<file path="src/atr_pkg.sv">
// constants shared by the angle and turns readout register block
package atr_pkg;

    // ------------------------------------------------------------
    // register indices (byte address is four times the index)
    // ------------------------------------------------------------
    localparam int IDX_W = 10;
    localparam logic [IDX_W-1:0] IDX_FIELD_STRENGTH = 10'h02A;
    localparam logic [IDX_W-1:0] IDX_TURNS_COUNT = 10'h02C;
    localparam logic [IDX_W-1:0] IDX_TURNS_OFFSET_SNAPSHOT = 10'h02E;
    localparam logic [IDX_W-1:0] IDX_ANGLE_WITH_HYSTERESIS = 10'h030;
    localparam logic [IDX_W-1:0] IDX_ANGLE_FINE = 10'h032;
    localparam logic [IDX_W-1:0] IDX_ZERO_CROSS_ANGLE = 10'h034;
    localparam logic [IDX_W-1:0] IDX_TURNS_DELTA_UPPER = 10'h036;
    localparam logic [IDX_W-1:0] IDX_TURNS_DELTA_LOWER = 10'h038;
    localparam logic [IDX_W-1:0] IDX_TURNS_PATH_ANGLE = 10'h03A;
    localparam logic [IDX_W-1:0] IDX_UNLOCK_KEY = 10'h03C;
    localparam logic [IDX_W-1:0] IDX_FAULT_STATUS = 10'h040;
    localparam logic [IDX_W-1:0] IDX_FAULT_MASK = 10'h041;

    // ------------------------------------------------------------
    // field positions
    // ------------------------------------------------------------
    localparam int PAR_BIT = 12;
    localparam int UV_BIT = 13;
    localparam int EF_BIT = 14;
    localparam int SRC_SEL_BIT = 13;
    localparam int OFF_LAT_BIT = 14;
    localparam int LOW_LAT_BIT = 13;
    localparam int SRC_IND_BIT = 14;
    localparam int UNLOCK_BIT = 0;
    localparam int KEY_LSB = 8;
    localparam int WARN_LSB = 16;
    localparam logic [31:0] FAULT_BITS = 32'h0FFF_0FFF;

    // ------------------------------------------------------------
    // reset values, codes and bus answers
    // ------------------------------------------------------------
    localparam logic SRC_SEL_RST = 1'b1;
    localparam logic [31:0] UNLOCK_CODE = 32'h2781_1F77;
    localparam logic [31:0] FAULT_MASK_RST = 32'h0000_0000;
    localparam logic [1:0] RESP_OKAY = 2'h0;
    localparam logic [1:0] RESP_SLVERR = 2'h2;

endpackage : atr_pkg

</file>
<file path="src/atr_readout_regs.sv">
// axi4-lite register block presenting sensor angle, turns and field readouts
`timescale 1ns/10ps

// Overview of operation
// RQ1: field word shows coarse 12-bit gauss value.
// RQ2: turns word shows signed 12-bit step count.
// RQ3: turns read captures offset, sets its latched indicator.
// RQ4: bit 12 gives parity words odd ones.
// RQ5: select bit: 1 locked loop, 0 zero crossing.
// RQ6: offset is 11 delta LSBs at 180, 9 at 45 degrees.
// RQ7: offset indicator clears after offset read.
// RQ8: hysteretic angle word shows unsigned 12-bit angle.
// RQ9: angle word bit 13 is live masked undervoltage.
// RQ10: bit 14 set while any unmasked fault is set.
// RQ11: fine angle word shows 15 unrounded bits.
// RQ12: zero-cross word shows unsigned 12-bit angle.
// RQ13: upper delta word: upper 9 bits sign-extended to 12.
// RQ14: upper delta read captures lower word, sets indicator.
// RQ15: lower delta word holds lower 12 delta bits.
// RQ16: lower indicator clears after lower read.
// RQ17: upper delta bit 14 shows the turns source.
// RQ18: turns path word shows unsigned 12-bit angle.
// RQ19: key bit 0 reads one while unlocked.
// RQ20: keycode byte takes unlock code, reads zero.
// RQ21: fault bits stay set until cleared.
// RQ22: unlock only after four code bytes in order.
module atr_readout_regs
    import atr_pkg::*;
#(
    parameter int AW = 12
)
(
    input wire logic sys_clk_i,
    input wire logic rst_i,
    input wire logic [AW-1:0] s_axi_awaddr_i,
    input wire logic s_axi_awvalid_i,
    output logic s_axi_awready_o,
    input wire logic [31:0] s_axi_wdata_i,
    input wire logic [3:0] s_axi_wstrb_i,
    input wire logic s_axi_wvalid_i,
    output logic s_axi_wready_o,
    output logic [1:0] s_axi_bresp_o,
    output logic s_axi_bvalid_o,
    input wire logic s_axi_bready_i,
    input wire logic [AW-1:0] s_axi_araddr_i,
    input wire logic s_axi_arvalid_i,
    output logic s_axi_arready_o,
    output logic [31:0] s_axi_rdata_o,
    output logic [1:0] s_axi_rresp_o,
    output logic s_axi_rvalid_o,
    input wire logic s_axi_rready_i,
    input wire logic [11:0] field_gauss_i,
    input wire logic [11:0] turns_i,
    input wire logic turns_45deg_i,
    input wire logic [20:0] turns_delta_i,
    input wire logic [11:0] angle_hysteretic_i,
    input wire logic [14:0] angle_fine_i,
    input wire logic [11:0] zero_cross_angle_value_i,
    input wire logic [11:0] turns_path_angle_i,
    input wire logic uv_analog_i,
    input wire logic uv_digital_i,
    input wire logic uv_analog_mask_i,
    input wire logic uv_digital_mask_i,
    input wire logic [11:0] err_event_i,
    input wire logic [11:0] warn_event_i,
    output logic rotation_source_select_o,
    output logic customer_unlocked_o,
    output logic error_summary_flag_o
);

    // ------------------------------------------------------------
    // state
    // ------------------------------------------------------------
    typedef struct packed {
        logic awready;
        logic wready;
        logic bvalid;
        logic [1:0] bresp;
        logic arready;
        logic rvalid;
        logic [1:0] rresp;
        logic [31:0] rdata;
        logic [IDX_W-1:0] ridx;
        logic aw_have;
        logic w_have;
        logic [IDX_W-1:0] awidx;
        logic [31:0] wdata;
        logic [3:0] wstrb;
        logic src_sel;
        logic [10:0] off_val;
        logic off_lat;
        logic [11:0] low_val;
        logic low_lat;
        logic [1:0] key_pos;
        logic unlocked;
        logic [31:0] fault_sts;
        logic [31:0] fault_msk;
        logic err_flag;
    } atr_state_t;

    atr_state_t st_reg;
    atr_state_t st_next;

    logic aw_fire;
    logic w_fire;
    logic ar_fire;
    logic wr_do;
    logic uv_live;
    logic ef_live;
    logic [IDX_W-1:0] ar_idx;
    logic [31:0] fault_clr;
    logic [7:0] key_byte;

    // ------------------------------------------------------------
    // helpers
    // ------------------------------------------------------------
    // fills bit 12 so the 16-bit word carries an odd number of ones
    function automatic logic [15:0] odd_par(input logic [15:0] w);
        logic [15:0] r;
        r = w;
        r[PAR_BIT] = 1'b0;
        r[PAR_BIT] = ~(^r);
        return r;
    endfunction : odd_par

    // widens the byte strobes into a bit mask
    function automatic logic [31:0] lane_mask(input logic [3:0] s);
        return {{8{s[3]}}, {8{s[2]}}, {8{s[1]}}, {8{s[0]}}};
    endfunction : lane_mask

    // words whose bit 12 is a parity bit
    function automatic logic has_par(input logic [IDX_W-1:0] i);
        return (i == IDX_TURNS_COUNT) || (i == IDX_TURNS_OFFSET_SNAPSHOT)
            || (i == IDX_ANGLE_WITH_HYSTERESIS) || (i == IDX_ZERO_CROSS_ANGLE)
            || (i == IDX_TURNS_DELTA_UPPER) || (i == IDX_TURNS_DELTA_LOWER)
            || (i == IDX_TURNS_PATH_ANGLE);
    endfunction : has_par

    // ------------------------------------------------------------
    // next-state logic
    // ------------------------------------------------------------
    // handshakes use registered readies, so no combinational path crosses the bus
    always_comb
    begin
        st_next = st_reg;
        aw_fire = s_axi_awvalid_i && st_reg.awready;
        w_fire = s_axi_wvalid_i && st_reg.wready;
        ar_fire = s_axi_arvalid_i && st_reg.arready;
        ar_idx = s_axi_araddr_i[AW-1:2];
        wr_do = st_reg.aw_have && st_reg.w_have && !st_reg.bvalid;
        fault_clr = 32'h0000_0000;
        key_byte = st_reg.wdata[KEY_LSB +: 8];
        // masked live undervoltage, not latched
        uv_live = (uv_analog_i && !uv_analog_mask_i)
            || (uv_digital_i && !uv_digital_mask_i); // RQ9
        ef_live = |(st_reg.fault_sts & ~st_reg.fault_msk); // RQ10

        // write address and data are taken independently, in either order
        if (aw_fire)
        begin
            st_next.aw_have = 1'b1;
            st_next.awidx = s_axi_awaddr_i[AW-1:2];
        end
        if (w_fire)
        begin
            st_next.w_have = 1'b1;
            st_next.wdata = s_axi_wdata_i;
            st_next.wstrb = s_axi_wstrb_i;
        end

        // write action once both halves are held
        if (wr_do)
        begin
            st_next.aw_have = 1'b0;
            st_next.w_have = 1'b0;
            st_next.bvalid = 1'b1;
            st_next.bresp = RESP_OKAY;
            case (st_reg.awidx)
                IDX_TURNS_COUNT:
                begin
                    if (st_reg.wstrb[1])
                    begin
                        st_next.src_sel = st_reg.wdata[SRC_SEL_BIT]; // RQ5
                    end
                end
                IDX_UNLOCK_KEY:
                begin
                    // a wrong byte restarts the sequence, a first byte may reopen it
                    if (st_reg.wstrb[1])
                    begin
                        if (key_byte == UNLOCK_CODE[8*(3-st_reg.key_pos) +: 8])
                        begin
                            st_next.key_pos = st_reg.key_pos + 2'd1; // RQ22
                            if (st_reg.key_pos == 2'd3)
                            begin
                                st_next.unlocked = 1'b1; // RQ22
                            end
                        end
                        else if (key_byte == UNLOCK_CODE[31:24])
                        begin
                            st_next.key_pos = 2'd1;
                        end
                        else
                        begin
                            st_next.key_pos = 2'd0;
                        end
                    end
                end
                IDX_FAULT_STATUS:
                begin
                    fault_clr = st_reg.wdata & lane_mask(st_reg.wstrb); // RQ21
                end
                IDX_FAULT_MASK:
                begin
                    st_next.fault_msk = ((st_reg.fault_msk & ~lane_mask(st_reg.wstrb))
                        | (st_reg.wdata & lane_mask(st_reg.wstrb))) & FAULT_BITS;
                end
                IDX_FIELD_STRENGTH, IDX_TURNS_OFFSET_SNAPSHOT, IDX_ANGLE_WITH_HYSTERESIS,
                IDX_ANGLE_FINE, IDX_ZERO_CROSS_ANGLE, IDX_TURNS_DELTA_UPPER,
                IDX_TURNS_DELTA_LOWER, IDX_TURNS_PATH_ANGLE:
                begin
                    // read-only words ignore writes
                end
                default:
                begin
                    st_next.bresp = RESP_SLVERR;
                end
            endcase
        end
        if (st_reg.bvalid && s_axi_bready_i)
        begin
            st_next.bvalid = 1'b0;
        end

        // read: data sampled at the address handshake, with its side effects
        if (ar_fire)
        begin
            st_next.rvalid = 1'b1;
            st_next.ridx = ar_idx;
            st_next.rresp = RESP_OKAY;
            st_next.rdata = 32'h0000_0000;
            case (ar_idx)
                IDX_FIELD_STRENGTH:
                begin
                    st_next.rdata[11:0] = field_gauss_i; // RQ1
                end
                IDX_TURNS_COUNT:
                begin
                    st_next.rdata[15:0] = odd_par({2'b00, st_reg.src_sel, 1'b0, turns_i}); // RQ2 RQ4
                    // offset taken at the same edge as the count
                    st_next.off_val = turns_45deg_i ? {2'b00, turns_delta_i[8:0]}
                        : turns_delta_i[10:0]; // RQ3 RQ6
                    st_next.off_lat = 1'b1; // RQ3
                end
                IDX_TURNS_OFFSET_SNAPSHOT:
                begin
                    st_next.rdata[15:0] = odd_par({1'b0, st_reg.off_lat, 3'b000,
                        st_reg.off_val}); // RQ4 RQ7
                    st_next.off_lat = 1'b0; // RQ7
                end
                IDX_ANGLE_WITH_HYSTERESIS:
                begin
                    st_next.rdata[15:0] = odd_par({1'b0, ef_live, uv_live, 1'b0,
                        angle_hysteretic_i}); // RQ8
                end
                IDX_ANGLE_FINE:
                begin
                    st_next.rdata[14:0] = angle_fine_i; // RQ11
                end
                IDX_ZERO_CROSS_ANGLE:
                begin
                    st_next.rdata[15:0] = odd_par({1'b0, ef_live, uv_live, 1'b0,
                        zero_cross_angle_value_i}); // RQ12
                end
                IDX_TURNS_DELTA_UPPER:
                begin
                    st_next.rdata[15:0] = odd_par({1'b0, st_reg.src_sel, 2'b00,
                        {3{turns_delta_i[20]}}, turns_delta_i[20:12]}); // RQ13 RQ17
                    st_next.low_val = turns_delta_i[11:0]; // RQ14
                    st_next.low_lat = 1'b1; // RQ14
                end
                IDX_TURNS_DELTA_LOWER:
                begin
                    st_next.rdata[15:0] = odd_par({1'b0, ef_live, st_reg.low_lat, 1'b0,
                        st_reg.low_val}); // RQ15 RQ16
                    st_next.low_lat = 1'b0; // RQ16
                end
                IDX_TURNS_PATH_ANGLE:
                begin
                    st_next.rdata[15:0] = odd_par({1'b0, ef_live, uv_live, 1'b0,
                        turns_path_angle_i}); // RQ18
                end
                IDX_UNLOCK_KEY:
                begin
                    // keycode byte never echoes what was entered
                    st_next.rdata[UNLOCK_BIT] = st_reg.unlocked; // RQ19 RQ20
                end
                IDX_FAULT_STATUS:
                begin
                    st_next.rdata = st_reg.fault_sts;
                end
                IDX_FAULT_MASK:
                begin
                    st_next.rdata = st_reg.fault_msk;
                end
                default:
                begin
                    st_next.rresp = RESP_SLVERR;
                end
            endcase
        end
        if (st_reg.rvalid && s_axi_rready_i)
        begin
            st_next.rvalid = 1'b0;
        end

        // sticky faults: a new event wins over a clear in the same cycle
        st_next.fault_sts = ((st_reg.fault_sts & ~fault_clr)
            | {4'h0, warn_event_i, 4'h0, err_event_i}) & FAULT_BITS; // RQ21
        st_next.err_flag = ef_live; // RQ10

        // one write and one read in flight; readies drop while holding
        st_next.awready = !st_next.aw_have && !st_next.bvalid;
        st_next.wready = !st_next.w_have && !st_next.bvalid;
        st_next.arready = !st_next.rvalid;
    end

    // ------------------------------------------------------------
    // state register
    // ------------------------------------------------------------
    always_ff @(posedge sys_clk_i)
    begin
        if (rst_i)
        begin
            st_reg <= '0;
            st_reg.src_sel <= SRC_SEL_RST;
            st_reg.fault_msk <= FAULT_MASK_RST;
        end
        else
        begin
            st_reg <= st_next;
        end
    end

    // outputs straight from the state flops
    assign s_axi_awready_o = st_reg.awready;
    assign s_axi_wready_o = st_reg.wready;
    assign s_axi_bvalid_o = st_reg.bvalid;
    assign s_axi_bresp_o = st_reg.bresp;
    assign s_axi_arready_o = st_reg.arready;
    assign s_axi_rvalid_o = st_reg.rvalid;
    assign s_axi_rresp_o = st_reg.rresp;
    assign s_axi_rdata_o = st_reg.rdata;
    assign rotation_source_select_o = st_reg.src_sel;
    assign customer_unlocked_o = st_reg.unlocked;
    assign error_summary_flag_o = st_reg.err_flag;

    // ------------------------------------------------------------
    // assertions
    // ------------------------------------------------------------
    a_off_capture: assert property (@(posedge sys_clk_i) disable iff (rst_i) // RQ3
        ar_fire && ar_idx == IDX_TURNS_COUNT |=> st_reg.off_lat
            && st_reg.off_val == ($past(turns_45deg_i) ? {2'b00, $past(turns_delta_i[8:0])}
            : $past(turns_delta_i[10:0])))
        else $error("turns read did not capture offset");

    a_off_lat_clear: assert property (@(posedge sys_clk_i) disable iff (rst_i) // RQ7
        ar_fire && ar_idx == IDX_TURNS_OFFSET_SNAPSHOT |=> !st_reg.off_lat
            && s_axi_rvalid_o && s_axi_rdata_o[OFF_LAT_BIT] == $past(st_reg.off_lat))
        else $error("offset indicator not shown then cleared");

    a_low_capture: assert property (@(posedge sys_clk_i) disable iff (rst_i) // RQ14
        ar_fire && ar_idx == IDX_TURNS_DELTA_UPPER |=> st_reg.low_lat
            && st_reg.low_val == $past(turns_delta_i[11:0]))
        else $error("upper delta read did not capture lower word");

    a_low_lat_clear: assert property (@(posedge sys_clk_i) disable iff (rst_i) // RQ16
        ar_fire && ar_idx == IDX_TURNS_DELTA_LOWER |=> !st_reg.low_lat
            && s_axi_rdata_o[LOW_LAT_BIT] == $past(st_reg.low_lat))
        else $error("lower indicator not shown then cleared");

    a_parity_odd: assert property (@(posedge sys_clk_i) disable iff (rst_i) // RQ4
        s_axi_rvalid_o && s_axi_rresp_o == RESP_OKAY && has_par(st_reg.ridx)
            |-> ^s_axi_rdata_o[15:0])
        else $error("readout word parity is not odd");

    a_key_zero: assert property (@(posedge sys_clk_i) disable iff (rst_i) // RQ20
        s_axi_rvalid_o && st_reg.ridx == IDX_UNLOCK_KEY
            |-> s_axi_rdata_o[15:KEY_LSB] == 8'h00)
        else $error("keycode byte read back nonzero");

    a_unlock_seq: assert property (@(posedge sys_clk_i) disable iff (rst_i) // RQ22
        $rose(customer_unlocked_o) |-> $past(st_reg.key_pos) == 2'd3
            && $past(key_byte) == UNLOCK_CODE[7:0])
        else $error("unlock without full code sequence");

    a_fault_sticky: assert property (@(posedge sys_clk_i) disable iff (rst_i) // RQ21
        !(wr_do && st_reg.awidx == IDX_FAULT_STATUS)
            |=> (st_reg.fault_sts & $past(st_reg.fault_sts)) == $past(st_reg.fault_sts))
        else $error("fault bit dropped without a clear");

    a_ef_follows: assert property (@(posedge sys_clk_i) disable iff (rst_i) // RQ10
        ##1 (|(st_reg.fault_sts & ~st_reg.fault_msk)) |=> error_summary_flag_o)
        else $error("error summary missed an unmasked fault");

endmodule : atr_readout_regs

</file>
<file path="config.mk">
export PLATFORM = sky130hd
export DESIGN_NAME = atr_readout_regs
export DESIGN_NICKNAME = d
export VERILOG_FILES = /design/src/atr_pkg.sv /design/src/atr_readout_regs.sv
export SDC_FILE = /design/constraint.sdc
export NUM_CORES = 1
export LEC_CHECK = 0
export BUFFER_PORTS_ARGS = -buffer_cell sky130_fd_sc_hd__buf_2
export CELL_PAD_IN_SITES_DETAIL_PLACEMENT = 0
export CELL_PAD_IN_SITES_GLOBAL_PLACEMENT = 2
export CORE_UTILIZATION = 29
export CTS_BUF_LIST = sky130_fd_sc_hd__clkbuf_4 sky130_fd_sc_hd__clkbuf_8 sky130_fd_sc_hd__clkbuf_16
export CTS_CLUSTER_DIAMETER = 120
export DETAILED_ROUTE_END_ITERATION = 16
export GPL_ROUTABILITY_DRIVEN = 0
export PLACE_DENSITY_LB_ADDON = 0.1
export SLEW_MARGIN = 10
export SYNTH_ARGS = -nofsm -noshare
export SYNTH_HDL_FRONTEND = slang
export SYNTH_SLANG_ARGS = --single-unit
</file>
<file path="constraint.sdc">
create_clock -name sys_clk_i -period 2.8 [get_ports sys_clk_i]
set_clock_uncertainty 0.1 [all_clocks]
set_input_delay 0.56 -clock sys_clk_i [delete_from_list [all_inputs] [get_ports sys_clk_i]]
set_output_delay 0.56 -clock sys_clk_i [all_outputs]
set_load 0.01 [all_outputs]
</file>
; ---- Yosys cells after proc, flatten, opt, wreduce, memory -nomap -nowiden
; Index checks and enable logic that the tools add are counted.
[totals]
register_bits = 173
output_inout_bits = 44
word_cells = 130
[op_classes]
n_addsub = 2
n_eq_ne = 27
n_shift = 1
mux = 21
n_bitwise = 16
n_reduce_logical = 39
[op_table]
columns = op, n
row1 = 10-bit by 6-bit == test with 1-bit output (second input constant), 20
row2 = 11-bit case mux with 11 select lines, 1
row3 = 16-bit parity, 7
row4 = 28-bit AND, 3
row5 = 28-bit two-way mux, 2
row6 = 28-bit NOT, 2
row7 = 28-bit OR, 2
row8 = 45-bit two-way mux, 1
row9 = 10-bit by 7-bit == test with 1-bit output (second input constant), 4
row10 = 32-bit by 33-bit variable part select with 8-bit output (first input constant), 1
row11 = 28-bit by 32-bit AND with 32-bit output, 1
row12 = 28-bit NOT with 32-bit output, 1
row13 = 32-bit OR reduction, 1
row14 = 3-bit case mux with 9 select lines, 1
row15 = 12-bit case mux with 2 select lines, 1
row16 = 12-bit OR reduction, 2
row17 = 1-bit case mux with 12 select lines, 1
row18 = 1-bit logical AND, 11
row19 = 11-bit two-way mux, 1
row20 = 2-bit AND reduction, 5
row21 = 8-bit by 6-bit == test with 1-bit output (second input constant), 1
row22 = 8-bit == test, 1
row23 = 2-bit two-way mux, 4
row24 = 1-bit logical NOT, 7
row25 = other kinds (11), 25

; ---- Depth between registers and ports, before layout
[depth]
depth_word = 9
mapped_depth = 10
mapped_depth_nobuf = 8

; ---- Worst setup path after synthesis
; Ideal clock, no wire load.
[synth_path]
kind = in2reg
from = input port s_axi_araddr_i[2]
to = register st_reg (netlist bit s_axi_rdata_o[0])
setup_time_ns = 0.088
t_arrival_ns = 2.124
slack_ns = 0.488
stages = 9
path_buffers = 2
cell_sequence = buf_6 -> or4_4 -> or2_1 -> buf_2 -> nor2_8 -> a221oi_2 -> nand3_1 -> nor2_1 -> nor4_2
[synth_between]
elab_chain_cells = 2
elab_cells_between_ends = 13
classes_between = eq/ne: 12 / mux: 1
[synth_rtl]
columns = item, line_no
row1 = from (decl), atr_readout_regs.sv:45  ; input wire logic [AW-1:0] s_axi_araddr_i,
row2 = "10-bit by 7-bit == test with 1-bit output, or another cell as far along", --
row3 = 1-bit case mux with 12 select lines *, atr_readout_regs.sv:242  ; case (ar_idx)
row4 = to (signal assigned), atr_readout_regs.sv:341  ; st_reg <= st_next;
row5 = to (decl), atr_readout_regs.sv:101  ; atr_state_t st_reg;
; Mark *: on every way between the ends. The rest lies on a longest branch, timed or not.
; A chain may end at the register's enable or synchronous reset.

; ---- Final worst setup path
[layout_path]
from = register st_reg[44] (netlist bit)
to = register st_reg (netlist bit s_axi_rdata_o[12])
[layout_between]
elab_chain_cells = 5
elab_cells_between_ends = 11
classes_between = mux: 1 / bitwise: 5 / reduce/logical: 5
[layout_rtl]
columns = item, line_no
row1 = 28-bit by 32-bit AND with 32-bit output *, atr_readout_regs.sv:156  ; ef_live = |(st_reg.fault_sts & ~st_reg.fault_msk);
row2 = 32-bit OR reduction *, atr_readout_regs.sv:156
row3 = 16-bit parity, atr_readout_regs.sv:122  ; r[PAR_BIT] = ~(^r);
row4 = 1-bit NOT, atr_readout_regs.sv:122
row5 = 3-bit case mux with 9 select lines *, atr_readout_regs.sv:242
; Marks and branches as above.

==> impl_summary.txt <==
----------------------------------------------------
[Run status]
  Outcome ... completed

[Worst hold path]
  Worst-case hold path end point ... st_reg[50]
  Startpoint of the worst hold path ... warn_event_i[1]
  Hold/Removal Path Class ... in -> reg
  Worst hold path cell count ... 3

[Worst setup path]
  Launching point of the worst reg2reg path ... st_reg[44]
  CP endpoint kind ... register
  Critical path data arrival time ... 2.58 ns
  Register-to-register setup slack ... 0.49 ns
  Start-to-end type of the worst setup path ... reg -> reg
  Reg-to-Reg End ... s_axi_rdata_o[12]
  Data required time at the worst endpoint ... about 3.1 ns
  Length in cells of the worst reg-to-reg path ... 7
  Startpoint type of the worst setup path ... register
  CP max FO ... 3

[CTS]
  Clk sinks ... approximately 160
  Cts hold-fix bufs ... 0
  CTS clk-pin slew, worst paths ... ~0.080 ns
  Source-to-sink clock delay at the later pin of the worst-skew pair ... ~0.43 ns
  CTS H-tree lvls ... 4
  Post-CTS sizing ... 0
  CTS Root Buffer Type ... clkbuf_16
  CTS Buf Count ... 17
  Number of post-CTS setup repair buffers ... 0
  CTS tree ... yes
  Buffer depth of the longest clock path ... 2

[GRT]
  First-pass GRT wire length ... about 45000 um
  Number of global-route vias before repair ... 7641
  Number of antenna violations at the first check in global routing ... 1
  All-layer global routing usage ... around a fifth
  Total grt overflow ... 0
  Largest net degree at the start of global routing ... 66

[Timing]
  Sum of negative setup slack ... 0 ns
  Highest clock frequency the design can meet ... ~0.43 GHz
  Post-layout minimum cycle time ... 2.31 ns
  Slew at the pin closest to its max-slew limit ... roughly 0.82 ns
  Max Transition Viols Final ... 0
  Final hold slack ... around 0.23 ns
  Worst slew margin ... ~45%
  Final count of hold timing violations ... 0
  Finish-stage setup viols ... 0
  Final period util ... approximately 82%
  Unrepaired setup endpoints after global routing ... false

[Detailed routing]
  Avg WL per Cell ... roughly 19 um
  Avg Vias per Cell ... around 4.8
  DRC violation count after routing ... 0
  Drt initial violations ... between 300 and 400
  Routed Wire Length ... approximately 30000 um
  Antenna-violating nets left ... 0
  Iteration count of the initial detailed-routing pass ... 5
  Routed vias ... just under 8000

[Synth]
  Count leader, synth ... nand2_1
  Cell types with the largest area share after synthesis ... dfxtp_1 (38%), nand2_1 (10%), a21oi_1 (8.0%), xnor2_1 (6.5%), mux2i_1 (5.3%)
  Proportion of netlist area held by the largest area contributor ... roughly 38%
  Synthesized instance count ... 1049
  Number of enable-type register cells in the synthesized netlist ... 0
  Proportion of synthesized flip-flops having asynchronous set or reset ... 0%
  Total standard cell area after synthesis ... ~0.0082 mm2
  Synth warnings ... 0
  Largest area contributor in the synthesized netlist ... dfxtp_1
  Flops & latches, synth ... 156
  Most common library cells after synthesis ... nand2_1 (226), dfxtp_1 (156), a21oi_1 (132)
  Sequential fraction of the synthesis area ... 37.9%
  Most frequently used flop master after synthesis ... dfxtp_1
  Unique masters post-synth ... 64
  Mean cell area of the mapped netlist ... between 7 and 8 um2

[Power and ir drop]
  Pwr Density ... between 500 and 600 mW/mm2
  Proportion of power drawn by flip-flops and latches ... between 40% and 50%
  Internal ... 4.00 mW
  Relative contribution of combinational cells to total power ... 13.2%
  Leakage power of the design ... roughly 4 nW
  Maximum ir drop on the vdd rail ... approximately 0.3 mV
  Switch share ... approximately 28%
  Net switching power ... ~1.6 mW
  Portion of total power attributed to the clock network ... approximately 45%

[Placed design]
  Number of input and output port buffers inserted ... between 200 and 250
  Dpl hpwl ... ~24000 um

[Floorplanning]
  Core region area ... between 0.02 and 0.03 mm2
  Num rows ... 61
  Effective utilization at floorplan ... between 20% and 30%
  Die Span Y ... between 150 and 200 um
  Area of the die ... approximately 0.029 mm2
  Die width ... 171 um
  Ports placed on the boundary ... 236

[Final layout]
  FILL cells ... approximately 3100
  Layout cell share with drive strength beyond 1 ... 24.1%
  Area growth syn-to-layout ... 24.6%
  Inserted Diodes ... 0
  Post-layout net count ... around 1400

[Flow run]
  Maxcap violations ... 0

----------------------------------------------------
[worst max path at each step]
stage / endpoint / slack (ns) / start
finish: s_axi_rdata_o[12] / 0.49 / st_reg[44]
global route: s_axi_rdata_o[12] / 0.24 / st_reg[44]
CTS: s_axi_rdata_o[12] / 0.50 / st_reg[44]
detailed placement: st_reg[85] / 0.17 / s_axi_araddr_i[6]
global placement: st_reg[86] / 0.18 / s_axi_araddr_i[6]
floorplan: s_axi_rdata_o[0] / 0.49 / s_axi_araddr_i[2]
[power by group through the flow]
stage / Clock (mW) / Sequential (mW) / Combinational (mW)
floorplan: 0 / 2.38 / 0.434
global placement: 0 / 2.40 / 0.737
detailed placement: 0 / 2.40 / 0.740
CTS: 2.55 / 2.35 / 0.745
global route: 2.66 / 2.36 / 0.801
finish: 2.49 / 2.35 / 0.733
[area by class of cell]
class                   count  area (um2)  area share, %
multi-input cells         782        4540           44.2
clock buffers              17         425           4.14
flip-flops and latches    156        3120           30.4
inverters                  18        67.6          0.658
well taps                 378         473           4.61
clock inverters            15         198           1.93
repair buffers            256        1440           14.0
[per-stage QoR]
stage          instances  total power, mW  area, um2  worst slack [ns]  util, %
2_1_floorplan       1055             2.81       8260             0.488        -
3_3_place_gp        1590             3.14       9640             0.179     34.6
3_5_place_dp        1590             3.14       9640             0.165     34.6
4_1_cts             1622             5.65      10300             0.499     36.8
5_1_grt             1622             5.82      10300             0.237     36.8
6_report            1622             5.57      10300             0.493     36.8
[kinds of logic after synthesis]
family	after synthesis	synth area share, %
AOI/OAI and AO/OA	233	17.0
xor gates and xnor gates	76	8.92
adders and majority gates	3	0.456
buffers and inverters	117	7.23
DFF	156	37.9
muxes	48	5.89
other	1	0.0455
and+or+nand+nor	415	22.5
[metal layers]
| layer | GRT usage [%] | vias up | share of wire [%] | wire (um) |
|---|---|---|---|---|
| met1 | 26.0 | 3541 | 45 | 13400 |
| li1 | - | 3934 | - | - |
| met2 | 36.2 | 219 | 48 | 14400 |
| met3 | 3.79 | 36 | 4.8 | 1460 |
| met5 | 0 | - | 0.050 | 15 |
| met4 | 7.56 | 2 | 2.5 | 756 |
[placed cells by master (no fill, tap or decap), types with 18 or more instances in the layout]
| cell | instances |
|---|---|
| a21oi_1 | 132 |
| a22oi_1 | 39 |
| buf_2 | 219 |
| buf_4 | 32 |
| dfxtp_1 | 156 |
| inv_1 | 18 |
| mux2i_1 | 44 |
| nand2_1 | 226 |
| nand3_1 | 30 |
| nor2_1 | 71 |
| nor3_1 | 26 |
| o21ai_0 | 23 |
| xnor2_1 | 61 |
[worst max-delay path: stages, from the launching register on]
cell and delay [ns]:
dfxtp_1 0.33, nor2b_1 0.13, a2111oi_1 0.59, and4_1 0.36
nand3_1 0.10, a2111oi_0 0.42, o21ai_1 0.13, nand3_1 0.09
No activity file was read; power rests on OpenSTA's default activity.
